$ cat src/rtl/msp_consts.svh
// constants of the metering serial port: command fields, mode bit positions, sizes
// assumes inclusion by the port package and the port design file only
`ifndef MSP_CONSTS_SVH
`define MSP_CONSTS_SVH

// record and latch sizes
`define MSP_REC_BITS 32
`define MSP_NUM_RECS 8
`define MSP_CFG_BITS 6'h38
`define MSP_MODE_BITS 8

// command byte
`define MSP_CMD_BITS 8
`define MSP_SWAP_CMD 8'hFF
`define MSP_MODE_SPACE 3'h7
`define MSP_SSC_ADDR 6'h37

// mode bit positions inside the mode record
`define MSP_MB_OSC_RC 3'h0
`define MSP_MB_BOOST 3'h1
`define MSP_MB_CUR_CH2 3'h4
`define MSP_MB_CFG_SHADOW 3'h5
`define MSP_MB_PERMANENT 3'h6

// command buffer depth and mode record reset value
`define MSP_FIFO_DEPTH 16
`define MSP_MODE_RESET 8'h00

`endif

$ cat src/rtl/msp_pkg.sv
// types shared by the metering serial port design
// assumes msp_consts.svh sits beside it
`include "msp_consts.svh"

package msp_pkg;

  typedef enum logic [1:0] {
    MSP_IDLE,
    MSP_WRITE,
    MSP_READ
  } msp_port_state_t;

  // one serial command byte, first bit in the top position
  typedef struct packed {
    logic value;
    logic [5:0] addr;
    logic command_execute_bit;
  } msp_cmd_t;

  typedef struct packed {
    logic [5:0] addr;
    logic value;
    logic permanent;
  } msp_cfg_wr_t;

endpackage : msp_pkg

$ cat src/rtl/msp_serial_port.sv
// four-wire serial host port with mode signal set and command buffer
// assumes serial pins arrive already synchronous to ref_clk and far slower than it;
// rst_n is the power-on reset; pad pull-ups make undriven pins read high
//
// What this block does
// - holds eight mode signals in one record, five functional, three test
// - mode signals cleared by power-on reset and by system-signal-clear, kept over remote reset
// - system-signal-clear set: clears all system signals when chip select idles
// - command 0111000x clears, 1111000x sets the oscillator source select
// - boost bit clear: drivers normal; set: charge-pump drive signals
// - current channel bit picks channel 1 or 2 while tamper is disabled
// - config source bit routes 56 config bits from antifuse or shadow latches
// - permanent write bit clear: shadow only; set: shadow and antifuse
// - config source bit set disconnects antifuse sense amplifiers
// - command FF swaps record order to 5..8,1..4, not retained
// - while system-signal-clear is set only the swap command is accepted
// - thirty-two transmission latches; internals never reached from pins directly
// - chip select, strobe and clock all high: idle, no transfer
// - chip select low enables serial use of strobe, clock and data
// - with chip select low, strobe high reads, strobe low writes
// - chip select high with strobe high copies results into transmission latches
// - data pin drives when reading, input when writing or idle
// - undriven serial pins read high, high is the inactive level
// - data changes on trailing clock edge, sampled on the leading edge
// - first data bit begins with first clock activation after chip select
// - command byte: value, six-bit address, then a latching don't-care bit
// - write latching comes from the last clock pulse of the command
// - reads take 32 clocks per record, up to eight records in order

`include "msp_consts.svh"

module msp_fifo #(
  parameter int WIDTH = `MSP_CMD_BITS,
  parameter int DEPTH = `MSP_FIFO_DEPTH
) (
  // clock and reset
  input wire logic ref_clk,
  input wire logic rst_n,
  // fill side
  input wire logic in_valid,
  output logic in_ready,
  input wire logic [WIDTH-1:0] in_data,
  // drain side
  output logic out_valid,
  input wire logic out_ready,
  output logic [WIDTH-1:0] out_data
);
  localparam int AW = $clog2(DEPTH);

  logic [WIDTH-1:0] mem_q [DEPTH];
  logic [AW-1:0] wr_ptr_q;
  logic [AW-1:0] rd_ptr_q;
  logic [AW:0] count_q;
  logic push;
  logic pop;

  assign in_ready = (count_q != (AW+1)'(DEPTH));
  assign out_valid = (count_q != '0);
  assign out_data = mem_q[rd_ptr_q];
  assign push = in_valid && in_ready;
  assign pop = out_valid && out_ready;

  always_ff @(posedge ref_clk)
  begin
    if (push)
    begin
      mem_q[wr_ptr_q] <= in_data;
    end
  end

  always_ff @(posedge ref_clk)
  begin
    if (!rst_n)
    begin
      wr_ptr_q <= '0;
      rd_ptr_q <= '0;
      count_q <= '0;
    end
    else
    begin
      if (push)
      begin
        wr_ptr_q <= (wr_ptr_q == AW'(DEPTH - 1)) ? '0 : wr_ptr_q + 1'b1;
      end
      if (pop)
      begin
        rd_ptr_q <= (rd_ptr_q == AW'(DEPTH - 1)) ? '0 : rd_ptr_q + 1'b1;
      end
      count_q <= count_q + (AW+1)'(push) - (AW+1)'(pop);
    end
  end
endmodule : msp_fifo

module msp_serial_port #(
  parameter int FIFO_DEPTH = `MSP_FIFO_DEPTH
) (
  // clock and power-on reset
  input wire logic ref_clk,
  input wire logic rst_n,
  // serial pins
  input wire logic serial_chip_select_n,
  input wire logic direction_latch_strobe,
  input wire logic serial_bit_clock,
  input wire logic serial_data_line_i,
  output logic serial_data_line_o,
  output logic serial_data_line_oe,
  // result records from the metering core
  input wire logic [`MSP_REC_BITS-1:0] record_word,
  output logic [2:0] record_sel,
  output logic latch_results,
  // configuration latch writes
  output logic cfg_wr_valid,
  output msp_pkg::msp_cfg_wr_t cfg_wr,
  input wire logic cfg_ready,
  // mode signals and their effects
  input wire logic tamper_enabled,
  output logic [`MSP_MODE_BITS-1:0] mode_data_record,
  output logic osc_rc_select,
  output logic boost_drive_en,
  output logic current_ch2_sel,
  output logic cfg_from_shadow,
  output logic antifuse_sense_off,
  output logic system_clear_pulse,
  output logic cmd_fifo_ready
);
  msp_pkg::msp_port_state_t state_q;
  msp_pkg::msp_port_state_t state_d;
  logic cs_n_q;
  logic sclk_q;
  logic sclk_fall;
  logic sclk_rise;
  logic [6:0] wsh_q;
  logic [2:0] wcnt_q;
  logic [4:0] ridx_q;
  logic [2:0] rec_q;
  logic load_pend_q;
  logic load_go_q;
  logic [`MSP_REC_BITS-1:0] latch_q;
  logic swap_q;
  logic ssc_q;
  logic [`MSP_MODE_BITS-1:0] mode_q;
  logic push;
  logic push_ready;
  msp_pkg::msp_cmd_t push_cmd;
  logic pop_valid;
  logic pop;
  msp_pkg::msp_cmd_t pop_cmd;
  logic pop_swap;
  logic pop_taken;
  logic ssc_fire;

  // all serial pins are active low; leading clock edge is the fall
  assign sclk_fall = sclk_q && !serial_bit_clock;
  assign sclk_rise = !sclk_q && serial_bit_clock;

  // chip select low enables the port, strobe picks direction
  always_comb
  begin
    if (serial_chip_select_n)
    begin
      state_d = msp_pkg::MSP_IDLE;
    end
    else if (direction_latch_strobe)
    begin
      state_d = msp_pkg::MSP_READ;
    end
    else
    begin
      state_d = msp_pkg::MSP_WRITE;
    end
  end

  always_ff @(posedge ref_clk)
  begin
    if (!rst_n)
    begin
      state_q <= msp_pkg::MSP_IDLE;
      cs_n_q <= 1'b1;
      sclk_q <= 1'b1;
    end
    else
    begin
      state_q <= state_d;
      cs_n_q <= serial_chip_select_n;
      sclk_q <= serial_bit_clock;
    end
  end

  // the eighth leading edge completes the command
  assign push = (state_q == msp_pkg::MSP_WRITE) && (state_d == msp_pkg::MSP_WRITE) && sclk_fall && (wcnt_q == 3'h7);
  assign push_cmd = {wsh_q, serial_data_line_i};

  // write data sampled on the leading edge
  always_ff @(posedge ref_clk)
  begin
    if (!rst_n)
    begin
      wsh_q <= '0;
      wcnt_q <= '0;
    end
    // leaving write mode drops a partial byte
    else if (state_q != msp_pkg::MSP_WRITE || state_d != msp_pkg::MSP_WRITE)
    begin
      wcnt_q <= '0;
    end
    else if (sclk_fall)
    begin
      wsh_q <= {wsh_q[5:0], serial_data_line_i};
      wcnt_q <= wcnt_q + 3'h1;
    end
  end

  // commands are decoded on the core side so config stalls lose serial bytes only once the buffer is full
  msp_fifo #(
    .WIDTH(`MSP_CMD_BITS),
    .DEPTH(FIFO_DEPTH)
  ) u_cmd_fifo (
    .ref_clk(ref_clk),
    .rst_n(rst_n),
    .in_valid(push),
    .in_ready(push_ready),
    .in_data(push_cmd),
    .out_valid(pop_valid),
    .out_ready(pop_taken),
    .out_data(pop_cmd)
  );

  assign pop_taken = !cfg_wr_valid || cfg_ready;
  assign pop = pop_valid && pop_taken;
  assign pop_swap = (pop_cmd == `MSP_SWAP_CMD);
  // clear waits for idle and a drained buffer
  assign ssc_fire = ssc_q && (state_q == msp_pkg::MSP_IDLE) && !pop_valid;

  always_ff @(posedge ref_clk)
  begin
    if (!rst_n)
    begin
      cmd_fifo_ready <= 1'b1;
    end
    else
    begin
      cmd_fifo_ready <= push_ready;
    end
  end

  // mode record written by address, cleared by power-on reset and by system clear
  always_ff @(posedge ref_clk)
  begin
    if (!rst_n)
    begin
      mode_q <= `MSP_MODE_RESET;
    end
    else if (ssc_fire)
    begin
      mode_q <= `MSP_MODE_RESET;
    end
    else if (pop && !pop_swap && !ssc_q && pop_cmd.addr[5:3] == `MSP_MODE_SPACE)
    begin
      mode_q[pop_cmd.addr[2:0]] <= pop_cmd.value;
    end
  end

  always_ff @(posedge ref_clk)
  begin
    if (!rst_n)
    begin
      ssc_q <= 1'b0;
      system_clear_pulse <= 1'b0;
    end
    else
    begin
      system_clear_pulse <= ssc_fire;
      if (ssc_fire)
      begin
        ssc_q <= 1'b0;
      end
      else if (pop && !ssc_q && pop_cmd.addr == `MSP_SSC_ADDR && pop_cmd.value)
      begin
        ssc_q <= 1'b1;
      end
    end
  end

  // config writes carry the permanent flag of the moment
  always_ff @(posedge ref_clk)
  begin
    if (!rst_n)
    begin
      cfg_wr_valid <= 1'b0;
      cfg_wr <= '0;
    end
    else if (pop && !pop_swap && !ssc_q && pop_cmd.addr < `MSP_CFG_BITS)
    begin
      cfg_wr_valid <= 1'b1;
      cfg_wr <= {pop_cmd.addr, pop_cmd.value, mode_q[`MSP_MB_PERMANENT]};
    end
    else if (cfg_ready)
    begin
      cfg_wr_valid <= 1'b0;
    end
  end

  // swap holds only until the port next returns idle after a read
  always_ff @(posedge ref_clk)
  begin
    if (!rst_n)
    begin
      swap_q <= 1'b0;
    end
    else if (pop && pop_swap)
    begin
      swap_q <= 1'b1;
    end
    else if (state_q == msp_pkg::MSP_READ && state_d == msp_pkg::MSP_IDLE)
    begin
      swap_q <= 1'b0;
    end
  end

  // read position: 32 bits per record, records in order
  always_ff @(posedge ref_clk)
  begin
    if (!rst_n)
    begin
      ridx_q <= '0;
      rec_q <= '0;
      load_pend_q <= 1'b0;
    end
    else if (state_q != msp_pkg::MSP_READ || state_d != msp_pkg::MSP_READ)
    begin
      ridx_q <= '0;
      rec_q <= '0;
      load_pend_q <= (state_d == msp_pkg::MSP_READ);
    end
    // next bit presented on the trailing edge
    else if (sclk_rise)
    begin
      ridx_q <= ridx_q + 5'h01;
      load_pend_q <= (ridx_q == 5'h1F);
      if (ridx_q == 5'h1F)
      begin
        rec_q <= rec_q + 3'h1;
      end
    end
    else
    begin
      load_pend_q <= 1'b0;
    end
  end

  // swapped order flips the top bit of the record number
  always_ff @(posedge ref_clk)
  begin
    if (!rst_n)
    begin
      record_sel <= '0;
      latch_results <= 1'b0;
      load_go_q <= 1'b0;
    end
    else
    begin
      record_sel <= {rec_q[2] ^ swap_q, rec_q[1:0]};
      // load one cycle late so the core already answers the new record_sel
      load_go_q <= load_pend_q;
      // copy while chip select and strobe are high
      latch_results <= serial_chip_select_n && direction_latch_strobe;
    end
  end

  // transmission latches stand between pins and internal records
  always_ff @(posedge ref_clk)
  begin
    if (!rst_n)
    begin
      latch_q <= '0;
    end
    else if (latch_results || load_go_q)
    begin
      latch_q <= record_word;
    end
  end

  // drive only in read mode; bytes low first, bits high first
  always_ff @(posedge ref_clk)
  begin
    if (!rst_n)
    begin
      serial_data_line_o <= 1'b1;
      serial_data_line_oe <= 1'b0;
    end
    else
    begin
      serial_data_line_o <= (state_q == msp_pkg::MSP_READ) ? latch_q[{ridx_q[4:3], ~ridx_q[2:0]}] : 1'b1;
      serial_data_line_oe <= (state_q == msp_pkg::MSP_READ) && (state_d == msp_pkg::MSP_READ);
    end
  end

  always_ff @(posedge ref_clk)
  begin
    if (!rst_n)
    begin
      mode_data_record <= `MSP_MODE_RESET;
      osc_rc_select <= 1'b0;
      boost_drive_en <= 1'b0;
      current_ch2_sel <= 1'b0;
      cfg_from_shadow <= 1'b0;
      antifuse_sense_off <= 1'b0;
    end
    else
    begin
      mode_data_record <= mode_q;
      osc_rc_select <= mode_q[`MSP_MB_OSC_RC];
      boost_drive_en <= mode_q[`MSP_MB_BOOST];
      current_ch2_sel <= mode_q[`MSP_MB_CUR_CH2] && !tamper_enabled;
      cfg_from_shadow <= mode_q[`MSP_MB_CFG_SHADOW];
      antifuse_sense_off <= mode_q[`MSP_MB_CFG_SHADOW];
    end
  end

  property p_oe_read;
    @(posedge ref_clk) disable iff (!rst_n)
    serial_data_line_oe |-> $past(state_q) == msp_pkg::MSP_READ && !$past(serial_chip_select_n);
  endproperty
  a_oe_read: assert property (p_oe_read) else $error("data driven outside read");

  property p_idle_quiet;
    @(posedge ref_clk) disable iff (!rst_n)
    serial_chip_select_n ##1 serial_chip_select_n |=> !serial_data_line_oe && !push;
  endproperty
  a_idle_quiet: assert property (p_idle_quiet) else $error("transfer while idle");

  property p_partial_drop;
    @(posedge ref_clk) disable iff (!rst_n)
    $rose(serial_chip_select_n) |=> wcnt_q == 3'h0 ##1 wcnt_q == 3'h0;
  endproperty
  a_partial_drop: assert property (p_partial_drop) else $error("partial byte kept");

  property p_ssc_clear;
    @(posedge ref_clk) disable iff (!rst_n)
    ssc_fire |=> mode_q == `MSP_MODE_RESET && !ssc_q ##1 system_clear_pulse == 1'b0 && mode_data_record == '0;
  endproperty
  a_ssc_clear: assert property (p_ssc_clear) else $error("system clear incomplete");

  property p_ssc_ignore;
    @(posedge ref_clk) disable iff (!rst_n)
    pop && ssc_q && !pop_swap |=> $stable(mode_q) && !$rose(cfg_wr_valid);
  endproperty
  a_ssc_ignore: assert property (p_ssc_ignore) else $error("command taken during clear");

  property p_mode_write;
    @(posedge ref_clk) disable iff (!rst_n)
    pop && !pop_swap && !ssc_q && !ssc_fire && pop_cmd.addr[5:3] == `MSP_MODE_SPACE
    |=> mode_q[$past(pop_cmd.addr[2:0])] == $past(pop_cmd.value) ##1 mode_data_record == $past(mode_q);
  endproperty
  a_mode_write: assert property (p_mode_write) else $error("mode bit not written");

  property p_cfg_perm;
    @(posedge ref_clk) disable iff (!rst_n)
    $rose(cfg_wr_valid) |-> cfg_wr.permanent == $past(mode_q[`MSP_MB_PERMANENT]);
  endproperty
  a_cfg_perm: assert property (p_cfg_perm) else $error("permanent flag wrong");

  property p_swap_drop;
    @(posedge ref_clk) disable iff (!rst_n)
    state_q == msp_pkg::MSP_READ && serial_chip_select_n && !(pop && pop_swap) |=> !swap_q;
  endproperty
  a_swap_drop: assert property (p_swap_drop) else $error("swap retained");

  property p_latch_copy;
    @(posedge ref_clk) disable iff (!rst_n)
    serial_chip_select_n && direction_latch_strobe ##1 1'b1 |=> latch_q == $past(record_word);
  endproperty
  a_latch_copy: assert property (p_latch_copy) else $error("results not latched");

  property p_read_start;
    @(posedge ref_clk) disable iff (!rst_n)
    state_q != msp_pkg::MSP_READ && state_d == msp_pkg::MSP_READ |=> ridx_q == 5'h00 && rec_q == 3'h0;
  endproperty
  a_read_start: assert property (p_read_start) else $error("read not from bit zero");
endmodule : msp_serial_port

$ cat config.mk
export PLATFORM = sky130hd
export DESIGN_NAME = msp_serial_port
export DESIGN_NICKNAME = d
export VERILOG_FILES = /design/src/rtl/msp_pkg.sv /design/src/rtl/msp_serial_port.sv
export VERILOG_INCLUDE_DIRS = /design/src /design/src/rtl
export SDC_FILE = /design/constraint.sdc
export NUM_CORES = 1
export LEC_CHECK = 0
export BUFFER_PORTS_ARGS = -buffer_cell sky130_fd_sc_hd__buf_2
export CORE_MARGIN = 2
export CORE_UTILIZATION = 50
export DETAILED_ROUTE_END_ITERATION = 10
export HOLD_SLACK_MARGIN = 0.05
export PLACE_DENSITY = 0.71
export SLEW_MARGIN = 5
export SYNTH_ARGS = -nofsm -noshare
export SYNTH_HDL_FRONTEND = slang
export SYNTH_SLANG_ARGS = --single-unit
$ cat constraint.sdc
create_clock -name ref_clk -period 6 [get_ports ref_clk]
set_input_delay 0 -clock ref_clk [delete_from_list [all_inputs] [get_ports ref_clk]]
set_output_delay 0 -clock ref_clk [all_outputs]
set_load 0.1 [all_outputs]
# Word-level counts from Yosys, hierarchy flattened
# Memories as Yosys holds them, arrays and structs flattened. A register that Yosys moved wholly into a read port is not among the register bits.
# Cells that the tools add are included.
# Widths: inputs -> output; s select.
[totals] reg_bits=107 mem_bits_rw=128 in_bits=40 output_inout_bits=30 n_memories=1
[classes] n_addsub=7 n_lt_le_gt_ge=4 eq_ne=16 muxes=19 bitwise_logic=4 n_reduce_logical=44
[mem_list] name="u_cmd_fifo.mem_q" depth=16 width=8 read_ports=1 rd_clocked_by_memory_dff=1 write_ports=1 line="msp_serial_port.sv:50" text="logic [WIDTH-1:0] mem_q [DEPTH];"
[op_table] op="$logic_and 1x1->1" count=22
[op_table] op="$mux 4" count=4
[op_table] op="$mux 1" count=10
[op_table] op="$add 4x1->4 const B" count=2
[op_table] op="$bwmux 8" count=1
[op_table] op="$eq 4x4->1 const B" count=2
[op_table] op="$eq 8x8->1 const B" count=1
[op_table] op="$logic_not 1->1" count=7
[op_table] op="$add 3x1->3 const B" count=2
[op_table] op="$eq 3x3->1 const B" count=2
[op_table] op="$eq 6x6->1 const B" count=1
[op_table] op="$lt 5x6->1 const B" count=1
[op_table] op="$lt 6x6->1 const B" count=1
[op_table] op="$reduce_and 2->1" count=3
[op_table] op="$reduce_or 2->1" count=3
[op_table] op="$add 5x1->5" count=1
[op_table] op="$add 5x1->5 const B" count=1
[op_table] op="$bmux 1 s5" count=1
[op_table] op="$eq 5x5->1 const B" count=1
[op_table] op="$ne 5x5->1 const B" count=1
[op_table] op="$reduce_bool 5->1" count=1
[op_table] op="$sub 5x1->5" count=1
[op_table] op="$eq 2x1->1 const B" count=2
[op_table] op="$eq 2x2->1 const B" count=2
[op_table] op="other kinds (12)" count=21

# Longest topological paths before layout
# Gate-level depths: netlist of run 1.
[depth] ltp_word=9 mapped_depth=14 mapped_depth_nobuf=14

# Hierarchy
# Synthesis of run 1 repeated with hierarchy kept, for this count alone.
[hier_totals] cells_unflattened=679 area_unflattened_um2=9561.7
[modules_own_cells] mod="msp_fifo" instances=1 cells_each=307 area_each_um2=5855.6 seq_area_each_um2=4184.0
[modules_own_cells] mod="msp_serial_port" instances=1 cells_each=372 area_each_um2=3706.1 seq_area_each_um2=1821.7

# Worst setup path before layout of run 1
# No wires, ideal clock.
[synth_timing] path_kind="reg2reg" startpoint="reg cfg_wr_valid" endpoint="reg u_cmd_fifo.count_q[4]" arrival_time_ns=2.737 setup_slack_ns=3.192 path_stages_with_launch=13 path_buffers=0 period_less_slack_ns=2.808 cell_sequence="dfxtp_1 -> nor2b_1 -> nor2_1 -> ha_1 -> inv_1 -> ha_1 -> inv_1 -> fa_1 -> inv_1 -> a21oi_1 -> nor2_1 -> or3_1 -> a21oi_1"
[synth_via] elab_chain_cells=4
[synth_rtl] item="start: declaration" line="msp_serial_port.sv:112" text="output logic cfg_wr_valid,"
[synth_rtl] item="start signal: assignment" line="msp_serial_port.sv:289" text="cfg_wr_valid <= 1'b0;"
[synth_rtl] item="start signal: assignment" line="msp_serial_port.sv:294" text="cfg_wr_valid <= 1'b1;"
[synth_rtl] item="start signal: assignment" line="msp_serial_port.sv:299" text="cfg_wr_valid <= 1'b0;"
[synth_rtl] item="$logic_not 1->1" line="msp_serial_port.sv:228" text="assign pop_taken = !cfg_wr_valid || cfg_ready;"
[synth_rtl] item="$logic_or 1x1->1" line="msp_serial_port.sv:228"
[synth_rtl] item="$logic_and 1x1->1"
[synth_rtl] item="named net pop" line="msp_serial_port.sv:146" text="logic pop;"
[synth_rtl] item="$sub 5x1->5" line="msp_serial_port.sv:89" text="count_q <= count_q + (AW+1)'(push) - (AW+1)'(pop);"
[synth_rtl] item="end signal: assignment" line="msp_serial_port.sv:89"
[synth_rtl] item="end: declaration" line="msp_serial_port.sv:53" text="logic [AW:0] count_q;"
# The timed path passes the listed nets, and every way through them passes these cells.
# A chain may end at the register's enable or synchronous reset.

# Worst setup path after layout of run 1
[layout_timing] startpoint="reg state_q[1]" endpoint="mem u_cmd_fifo.mem_q[3][6] (netlist bit) (enable)"
[layout_via] elab_chain_cells=7
[layout_rtl] item="start: declaration" line="msp_serial_port.sv:126" text="msp_pkg::msp_port_state_t state_q;"
[layout_rtl] item="start signal: assignment" line="msp_serial_port.sv:177" text="state_q <= msp_pkg::MSP_IDLE;"
[layout_rtl] item="start signal: assignment" line="msp_serial_port.sv:183" text="state_q <= state_d;"
[layout_rtl] item="$eq 2x1->1" line="msp_serial_port.sv:190" text="assign push = (state_q == msp_pkg::MSP_WRITE) && (state_d == msp_pkg::MSP_WRITE) && sclk_fall && (wcnt_q == 3' ..."
[layout_rtl] item="$logic_and 1x1->1 (3 in a row)" line="msp_serial_port.sv:190"
[layout_rtl] item="$logic_and 1x1->1" line="msp_serial_port.sv:60" text="assign push = in_valid && in_ready;"
[layout_rtl] item="named net u_cmd_fifo.push" line="msp_serial_port.sv:54" text="logic push;"
[layout_rtl] item="$mux 1" line="msp_serial_port.sv:65" text="if (push)"
[layout_rtl] item="$mux 1 (implied by the code)" line="msp_serial_port.sv:67" text="mem_q[wr_ptr_q] <= in_data;"
[layout_rtl] item="end: declaration" line="msp_serial_port.sv:50"
# The timed path passes the listed nets, and every way through them passes these cells.

==> results of run 1 <==
==> report_power, final <==
part / switching (mW) / total, mW / internal [mW]
Combinational: 0.458 / 0.714 / 0.256
Sequential: 0.0606 / 1.81 / 1.75
Clock: 0.589 / 1.46 / 0.871
Total: 1.11 / 3.98 / 2.87
==> cell families after synthesis <==
group,count (synthesis),share of synthesized area
buffers and inverters,53,0.0310
DFF,236,0.636
muxes,75,0.134
AOI/OAI and AO/OA,70,0.0535
and+or+nand+nor,224,0.109
xor gates and xnor gates,14,0.0130
adders and majority gates,17,0.0233
==> registers in the layout, indices dropped and copies added (netlist names), 2 cells and up, named ones only <==
name	flops
state_q	2
u_cmd_fifo.rd_ptr_q	4
u_cmd_fifo.mem_q	128
mode_data_record	8
u_cmd_fifo.count_q	5
u_cmd_fifo.wr_ptr_q	4
ridx_q	5
rec_q	3
latch_q	32
record_sel	3
cfg_wr	8
wcnt_q	3
mode_q	8
wsh_q	7
==> worst paths after layout <==
check	startpoint	to	slack, ps	cells after the start
worst min-delay path	tamper_enabled	current_ch2_sel$_SDFF_PN0_	180	3
worst min register to register	load_pend_q$_SDFF_PN0_	load_go_q$_SDFF_PN0_	440	1
worst max register to register	state_q[1]$_SDFF_PN0_	u_cmd_fifo.mem_q[3][6]$_DFFE_PP_	2490	5
worst max-delay path	state_q[1]$_SDFF_PN0_	u_cmd_fifo.mem_q[3][6]$_DFFE_PP_	2490	5
==> worst max-delay path: cells and delay by family, from the launching register on <==
kind,cells,cell delay [ps]
compound gates,1,660
flops,1,320
simple gates,4,2150
==> final cells by class <==
class,count,area [µm²]
flip-flops and latches,236,6010
inverters,15,56.3
clock buffers,33,634
well taps,234,293
repair buffers,112,771
fillers,1401,7600
clock inverters,11,139
multi-input cells,400,3150
==> per-layer routing <==
layer | track usage | share of wire | vias to the layer above
met4 | 0.0705 | 0.029 | 0
met5 | 0 | 0 | -
li1 | - | - | 2719
met1 | 0.267 | 0.41 | 2904
met3 | 0.0472 | 0.074 | 47
met2 | 0.361 | 0.49 | 234
==> layout by cell type (no fill, tap or decap), drive strengths merged, types with 4 or more instances in the layout <==
cell type | netlist | final
nor2b | 8 | 8
clkbuf | 19 | 33
nand4 | 9 | 9
xor2 | 10 | 10
and2 | 14 | 14
and4 | 4 | 4
mux2i | 36 | 36
o21ai | 5 | 5
mux4 | 39 | 39
nor3 | 6 | 6
inv | 14 | 14
edfxtp | 128 | 128
a21oi | 38 | 38
a221oi | 6 | 6
nand3 | 8 | 8
buf | 18 | 71
nand2 | 99 | 99
xnor2 | 4 | 4
dfxtp | 108 | 108
nand2b | 5 | 5
ha | 16 | 16
clkinv | 1 | 9
nor2 | 56 | 56
dlygate4sd3 | 0 | 41
==> results.md, run 1 <==
- Total Routed Length: 21000 µm
- Relative slew slack: 0.189
- Max-Cap Viols: 0
- Mapped Avg Cell Area: 13.7 µm²
- GRT overflow: 0
- Final GP Congestion: 0.849
- DRC Markers: 0
- Slew at the pin with the worst max-slew slack: around 1200 ps
- Fin crit share: 0.584
- Crit. End Element: flop
- Power density over the cells: between 300 and 400 nW/µm²
- Commonest cells in the netlist: edfxtp_1 (128), dfxtp_1 (108), nand2_1 (99)
- Area grow syn2layout: 17.0%
- Critical path cell sequence: nand2b_1 -> or4_1 -> a311oi_4 -> nand2_1 -> nor3_1
- Final hold vios: 0
- #FFs+latches synth: 236
- Area share of the largest cell type after synthesis: 0.407
- Placed insts: approximately 960
- Status: completed
- Synth Cell Area: 9440 µm²
- Pre-antenna DRT Iters: 5
- CORE AREA: 18600 µm²
- Clk_lat worst skew: 520 ps
- Yosys warns: 0
- Count of unique library cells instantiated by Yosys: 55
- Clock buffer depth: 3
- FP Rows: 50
- Setup Crit Path Kind: flop to flop
- Ys flop type: edfxtp_1
- Initial Util: 0.506
- Utilization of the core after routing: 0.592
- GR Util All Layers: 0.211
- Vias in the first global route: 6016
- Crit path time final: around 3500 ps
- Ports: 70
- Initial antenna violation count: 0
- Most numerous cell in the Yosys netlist: edfxtp_1
- FMAX: ~290 MHz
- Synth async-reset ratio: 0
- Post-CTS Setup Inserts: 0
- PnR worst setup slack: 2490 ps
- Dominant cell type by area after synthesis: edfxtp_1
- Hold-fix buffers at CTS: 41
- P_leak: 4.07 nW
- Startpoint class of the critical path: flop
- Final HPWL DP: 13500 µm
- Post-synthesis sequential area ratio: 0.636
- Final Net Count: 846
- CP Max Fanout: 8
- Largest net degree at the start of global routing: approximately 60
- Number of diodes: 0
- Post-synth EDFFs: 128
- Share of post-route cells with drive strength above 1: 0.185
- Synth area leaders: edfxtp_1 (41%), dfxtp_1 (23%), mux4_2 (7.6%)
- CTS Sinks: 236
- Final setup violation count: 0
- Non-filler cells, final: 1041
- CP required: 6130 ps
- Vias per Instance: 5.67
- Port-buffer cells: 69
- Via count: 5904
- Setup TNS: 0 ps
- Worst min path class: input port to flop
- Post-CTS resize count: 0
- Max VDD drop: 0.216 mV
- Area after DPL: 9860 µm²
- Die width: 141 µm
- Cts bufs inserted: 24
- Clock slew at reported path FFs: 60 ps
- Die Y: 141 µm
- Finished Cell Area: 11000 µm²
- Mapped Cells: 689
- Placement Setup Slack: around 2400 ps
- H-tree levels: 1
- Die area: 20000 µm²
- Post-DRT Antenna Nets: 0
- Total power: 3.98 mW
- Slowest CP cell: nor3_1
- Crit-path max cell delay: 940 ps
- Worst Path Arrival: 3630 ps
- First-pass GRT wire length: 32500 µm
- Hold slack: 179 ps
- Per-cell routed wire length: 20.1 µm
- Iter 0 DRT Violations: 484
- CTS tree: yes
- Net count after synthesis: roughly 750
- Clock Skew: 16.1 ps
- Clk root buf: clkbuf_16
- Max Slew Vio Count: 0
- RSZ-0062 raised after global routing: no
Note: power is estimated with default switching activity, not from simulation.
==> run 2: changes to the inputs <==
==> constraint.sdc (replaced) <==
create_clock -name ref_clk -period 3.3 [get_ports ref_clk]
set_input_delay 0 -clock ref_clk [delete_from_list [all_inputs] [get_ports ref_clk]]
set_output_delay 0 -clock ref_clk [all_outputs]
set_load 0.1 [all_outputs]
==> results.md, run 2 (synthesis results as in run 1) <==
- Setup TNS: 0 ps
- Clock buffer depth: 3
- First-pass GRT wire length: slightly above 30000 µm
- Crit. End Element: flop
- Ports: 70
- Post-CTS Setup Inserts: 0
- Status: completed
- Crit path time final: 2960 ps
- Vias in the first global route: 6032
- Total Routed Length: 19600 µm
- Relative slew slack: 0.180
- Cts bufs inserted: 24
- Via count: 5893
- Psw: about 2 mW
- Clk root buf: clkbuf_16
- Critical Path Start: u_cmd_fifo.count_q[3]$_SDFF_PN0_
- Sequential share of power: 0.446
- Vias per Instance: 5.54
- Max Slew Vio Count: 0
- Combinational power share: 0.178
- Worst R2R Start: u_cmd_fifo.count_q[3]$_SDFF_PN0_
- Net Sw Frac: 0.273
- DRC Markers: 0
- Fin crit share: 0.898
- Worst min path class: input port to flop
- Final GP Congestion: 0.800
- CP Max Fanout: 4
- Initial antenna violation count: 0
- Max VDD drop: 0.399 mV
- Per-cell routed wire length: 18.4 µm
- Worst Path Arrival: 3380 ps
- RSZ-0062 raised after global routing: no
- Post-DRT Antenna Nets: 0
- CORE AREA: 18600 µm²
- CP required: 3720 ps
- Most frequent cells in the layout: edfxtp_1 (128), dfxtp_1 (107), nand2_1 (99)
- Share of post-route cells with drive strength above 1: 0.213
- Largest reg by FF count: u_cmd_fifo.mem_q
- Iter 0 DRT Violations: 362
- Total power: about 7.4 mW
- Commonest non-fill, non-tap cell in the layout: edfxtp_1
- Hold slack: 193 ps
- FP Rows: 50
- Power density over the cells: 654 nW/µm²
- Port-buffer cells: 69
- Final HPWL DP: 12800 µm
- Die width: 141 µm
- Startpoint class of the critical path: flop
- Clock Skew: 22.7 ps
- Final Net Count: 870
- Area grow syn2layout: 19.6%
- FMAX: 337 MHz
- GRT overflow: 0
- Final hold vios: 0
- Largest net degree at the start of global routing: 61
- CTS tree: yes
- Utilization of the core after routing: 0.606
- Clock power frac: 0.376
- Post-CTS resize count: 0
- Initial Util: 0.506
- Clk_lat worst skew: 510 ps
- CTS Sinks: ~240
- Clock slew at reported path FFs: roughly 60 ps
- Max reg flops: 128
- Die area: 20000 µm²
- Number of diodes: 0
- GR Util All Layers: 0.198
- H-tree levels: 1
- Largest registers: u_cmd_fifo.mem_q (128), latch_q (32)
- Setup Crit Path Kind: flop to flop
- Die Y: roughly 140 µm
- Hold Path Origin: tamper_enabled
- P_leak: 4.24 nW
- Pre-antenna DRT Iters: 4
- Internal power: 5.37 mW
- Slew at the pin with the worst max-slew slack: ~1200 ps
- Max-Cap Viols: 0
- Hold-fix buffers at CTS: 41
- Final setup violation count: 0
-- run 2: cell count changes in the layout (fill, tap and decap cells not counted) --
cell	previous run	this run
clkinv_4	0	1
clkinv_1	3	1
clkbuf_16	24	30
clkbuf_1	9	6
buf_4	2	26
bufinv_16	3	1
clkinv_8	1	0
-- run 2: area by class of cell --
| type | count | area [µm²] |
|---|---|---|
| Tap cell | 234 | 293 |
| Clock inverter | 7 | 63.8 |
| Clock buffer | 36 | 773 |
| Sequential cell | 236 | 6010 |
| Inverter | 15 | 56.3 |
| Multi-Input combinational cell | 400 | 3150 |
| Timing Repair Buffer | 136 | 951 |
| Fill cell | 1341 | 7350 |
-- run 2: power by group through the flow --
stage	clock network, mW	logic (mW)	registers (mW)
after floorplan	0	0.846	3.56
after global placement	0	1.23	3.35
after detailed placement	0	1.28	3.36
after CTS	2.82	1.32	3.30
after global routing	2.95	1.41	3.31
final	2.78	1.32	3.30
-- run 2: final timing paths --
path | depth (start not counted) | slack, ps | endpoint
max | 14 | 340 | u_cmd_fifo.count_q[4]$_SDFF_PN0_
min | 3 | 190 | current_ch2_sel$_SDFF_PN0_
min reg2reg | 1 | 430 | load_go_q$_SDFF_PN0_
max reg2reg | 14 | 340 | u_cmd_fifo.count_q[4]$_SDFF_PN0_
-- run 2: metal layers --
metal	global-route usage	vias to the layer above	share of wire
li1	-	2764	-
met1	0.260	2936	0.43
met2	0.344	163	0.50
met3	0.0297	30	0.047
met4	0.0542	0	0.020
met5	0	-	0
-- run 2: worst max-delay path, stage by stage, from the launching register on --
cell and delay (ps):
dfxtp_1 320, inv_1 90, ha_1 240, nor4b_1 540
nor2_1 160, ha_1 320, inv_1 40, ha_1 180
inv_1 70, fa_1 200, inv_1 60, a21oi_1 130
nor2_1 70, or3_1 350, a21oi_1 140
-- run 2: per-stage QoR --
step,setup WS (ps),cells,instance area (µm²)
final,336,1064,11300
after floorplan,492,689,9440
after detailed placement,385,980,10000
after global routing,60.9,1064,11300
after CTS,374,1064,11300
after global placement,563,980,10000
==> run 3: changes to the inputs <==
--- a/config.mk
+++ b/config.mk
@@ -12,6 +12,7 @@
 export DETAILED_ROUTE_END_ITERATION = 10
 export HOLD_SLACK_MARGIN = 0.05
 export PLACE_DENSITY = 0.71
+export SETUP_SLACK_MARGIN = 0.5
 export SLEW_MARGIN = 5
 export SYNTH_ARGS = -nofsm -noshare
 export SYNTH_HDL_FRONTEND = slang
==> results.md, run 3 (synthesis results as in run 1) <==
- Status: completed
- Setup TNS: 0 ps
- Largest net degree at the start of global routing: a little over 60
- Largest registers: u_cmd_fifo.mem_q (128), latch_q (32)
- Vias in the first global route: 6096
- Final setup violation count: 0
- Crit path time final: about 2600 ps
- Commonest non-fill, non-tap cell in the layout: edfxtp_1
- Max VDD drop: 0.403 mV
- Worst min path class: input port to flop
- Max reg flops: around 130
- DRC Markers: 0
- Hold slack: 187 ps
- Power density over the cells: 669 nW/µm²
- Die Y: 141 µm
- Total power: 7.64 mW
- Number of diodes: 0
- FF/Latch Area: around 6000 µm²
- H-tree levels: 1
- Clk_lat worst skew: around 520 ps
- Startpoint class of the critical path: flop
- Area after DPL: 10000 µm²
- Post-DRT Antenna Nets: 0
- FP Rows: 50
- Die area: 20000 µm²
- Final HPWL DP: 12800 µm
- Per-cell routed wire length: 18.4 µm
- CORE AREA: 18600 µm²
- Iter 0 DRT Violations: about 440
- Crit-path max cell delay: ~540 ps
- Multi-input logic area: 3180 µm²
- Cts bufs inserted: 25
- Most frequent cells in the layout: edfxtp_1 (128), dfxtp_1 (105), nand2_1 (99)
- Slowest CP cell: or4_1
- Final hold vios: 0
- Clock Skew: 13.3 ps
- M2 GR Usage: 0.350
- Clock slew at reported path FFs: 60 ps
- Final GP Congestion: 0.785
- Via count: between 5000 and 6000
- Crit. End Element: flop
- RSZ-0062 raised after global routing: no
- Met3 Use GR: 0.0324
- Critical path cell sequence: nand2b_1 -> or4_1 -> a311oi_4 -> buf_6 -> ha_1 -> inv_1 -> fa_1 -> inv_1 -> a21oi_1 -> nor2_1 -> or3_1 -> a21oi_1
- GRT Max-Usage Layer: met2
- Hold path depth: 3
- Worst Path Arrival: 2960 ps
- Fillers: 1347
- CTS tree: yes
- Ports: 70
- Vias per Instance: 5.49
- P_leak: 4.30 nW
- Die width: 141 µm
- CP Max Fanout: 3
- Clock buffer depth: 3
- Share of post-route cells with drive strength above 1: 0.226
- Largest reg by FF count: u_cmd_fifo.mem_q
- Fin crit share: 0.787
- CP required: about 3700 ps
- Final Net Count: 875
- Total Routed Length: about 20000 µm
- FMAX: 385 MHz
- Clk root buf: clkbuf_16
- Area grow syn2layout: 21.0%
- Pre-antenna DRT Iters: 5
- Reg2reg path depth: 12
- Port-buffer cells: 69
- Met1 Use GR: 0.265
- Max Slew Vio Count: 0
- Max-Cap Viols: 0
- Initial antenna violation count: 0
- GR Util All Layers: 0.200
- GRT overflow: 0
- Utilization of the core after routing: 0.613
- Finished Cell Area: about 11000 µm²
- CTS Sinks: 236
- First-pass GRT wire length: 31500 µm
- Relative slew slack: 0.187
- Slew at the pin with the worst max-slew slack: 1220 ps
- Initial Util: 0.506
- Setup Crit Path Kind: flop to flop
-- run 3: cell count changes in the layout (fill, tap and decap cells not counted), moves of 2 or more --
cell       before  now
bufinv_16       1    5
clkbuf_16      30   26
buf_4          26   28
clkbuf_1        6    4
clkinv_1        1    3
dfxtp_1       107  105
inv_6           0    2
-- run 3: cell type report --
| class | instances | area share |
|---|---|---|
| clock buffers | 31 | 0.0595 |
| clock inverters | 15 | 0.0181 |
| inverters | 15 | 0.00493 |
| repair buffers | 140 | 0.0873 |
| multi-input cells | 400 | 0.278 |
| flip-flops and latches | 236 | 0.526 |
| well taps | 234 | 0.0256 |
-- run 3: what timing repair did --
action / 4_1_cts / 5_1_grt
hold buffers: 41 / 0
setup endpoints to repair: 1 / 11
cloned: 0 / 0
buffers inserted: 0 / 4
pin swaps: 0 / 2
gates resized for setup: 1 / 7
hold endpoints to repair: 81 / 0
-- run 3: where the power goes --
| group | internal (mW) | switching [mW] |
|---|---|---|
| registers | 3.18 | 0.125 |
| logic | 0.553 | 0.825 |
| clock network | 1.86 | 1.10 |
| total | 5.59 | 2.05 |
-- run 3: critical path: cells and delay by family (launching register included) --
family,cells,cell delay (ps)
simple gates,4,920
fa+ha+maj,2,550
compound gates,3,390
flops,1,310
buf+inv,3,270
-- run 3: metal layers --
layer  vias up  part of all wire  wire [µm]
met4         0             0.018        350
met1      2911              0.43       8530
li1       2782                 -          -
met2       158              0.50       9840
met3        34             0.051       1010
met5         -                 0          0
-- run 3: worst paths after layout --
path | startpoint | end | slack, ps
setup / recovery | state_q[1]$_SDFF_PN0_ | u_cmd_fifo.count_q[4]$_SDFF_PN0_ | 700
setup reg to reg | state_q[1]$_SDFF_PN0_ | u_cmd_fifo.count_q[4]$_SDFF_PN0_ | 700
hold / removal | tamper_enabled | current_ch2_sel$_SDFF_PN0_ | 190
hold reg to reg | latch_q[5]$_SDFFE_PN0P_ | latch_q[5]$_SDFFE_PN0P_ | 450
-- run 3: per-stage QoR --
| stage | std cells | worst slack, ps |
|---|---|---|
| after floorplan | 689 | 583 |
| after global placement | 980 | 557 |
| after detailed placement | 980 | 437 |
| after CTS | 1067 | 535 |
| after global routing | 1071 | 521 |
| final | 1071 | 701 |
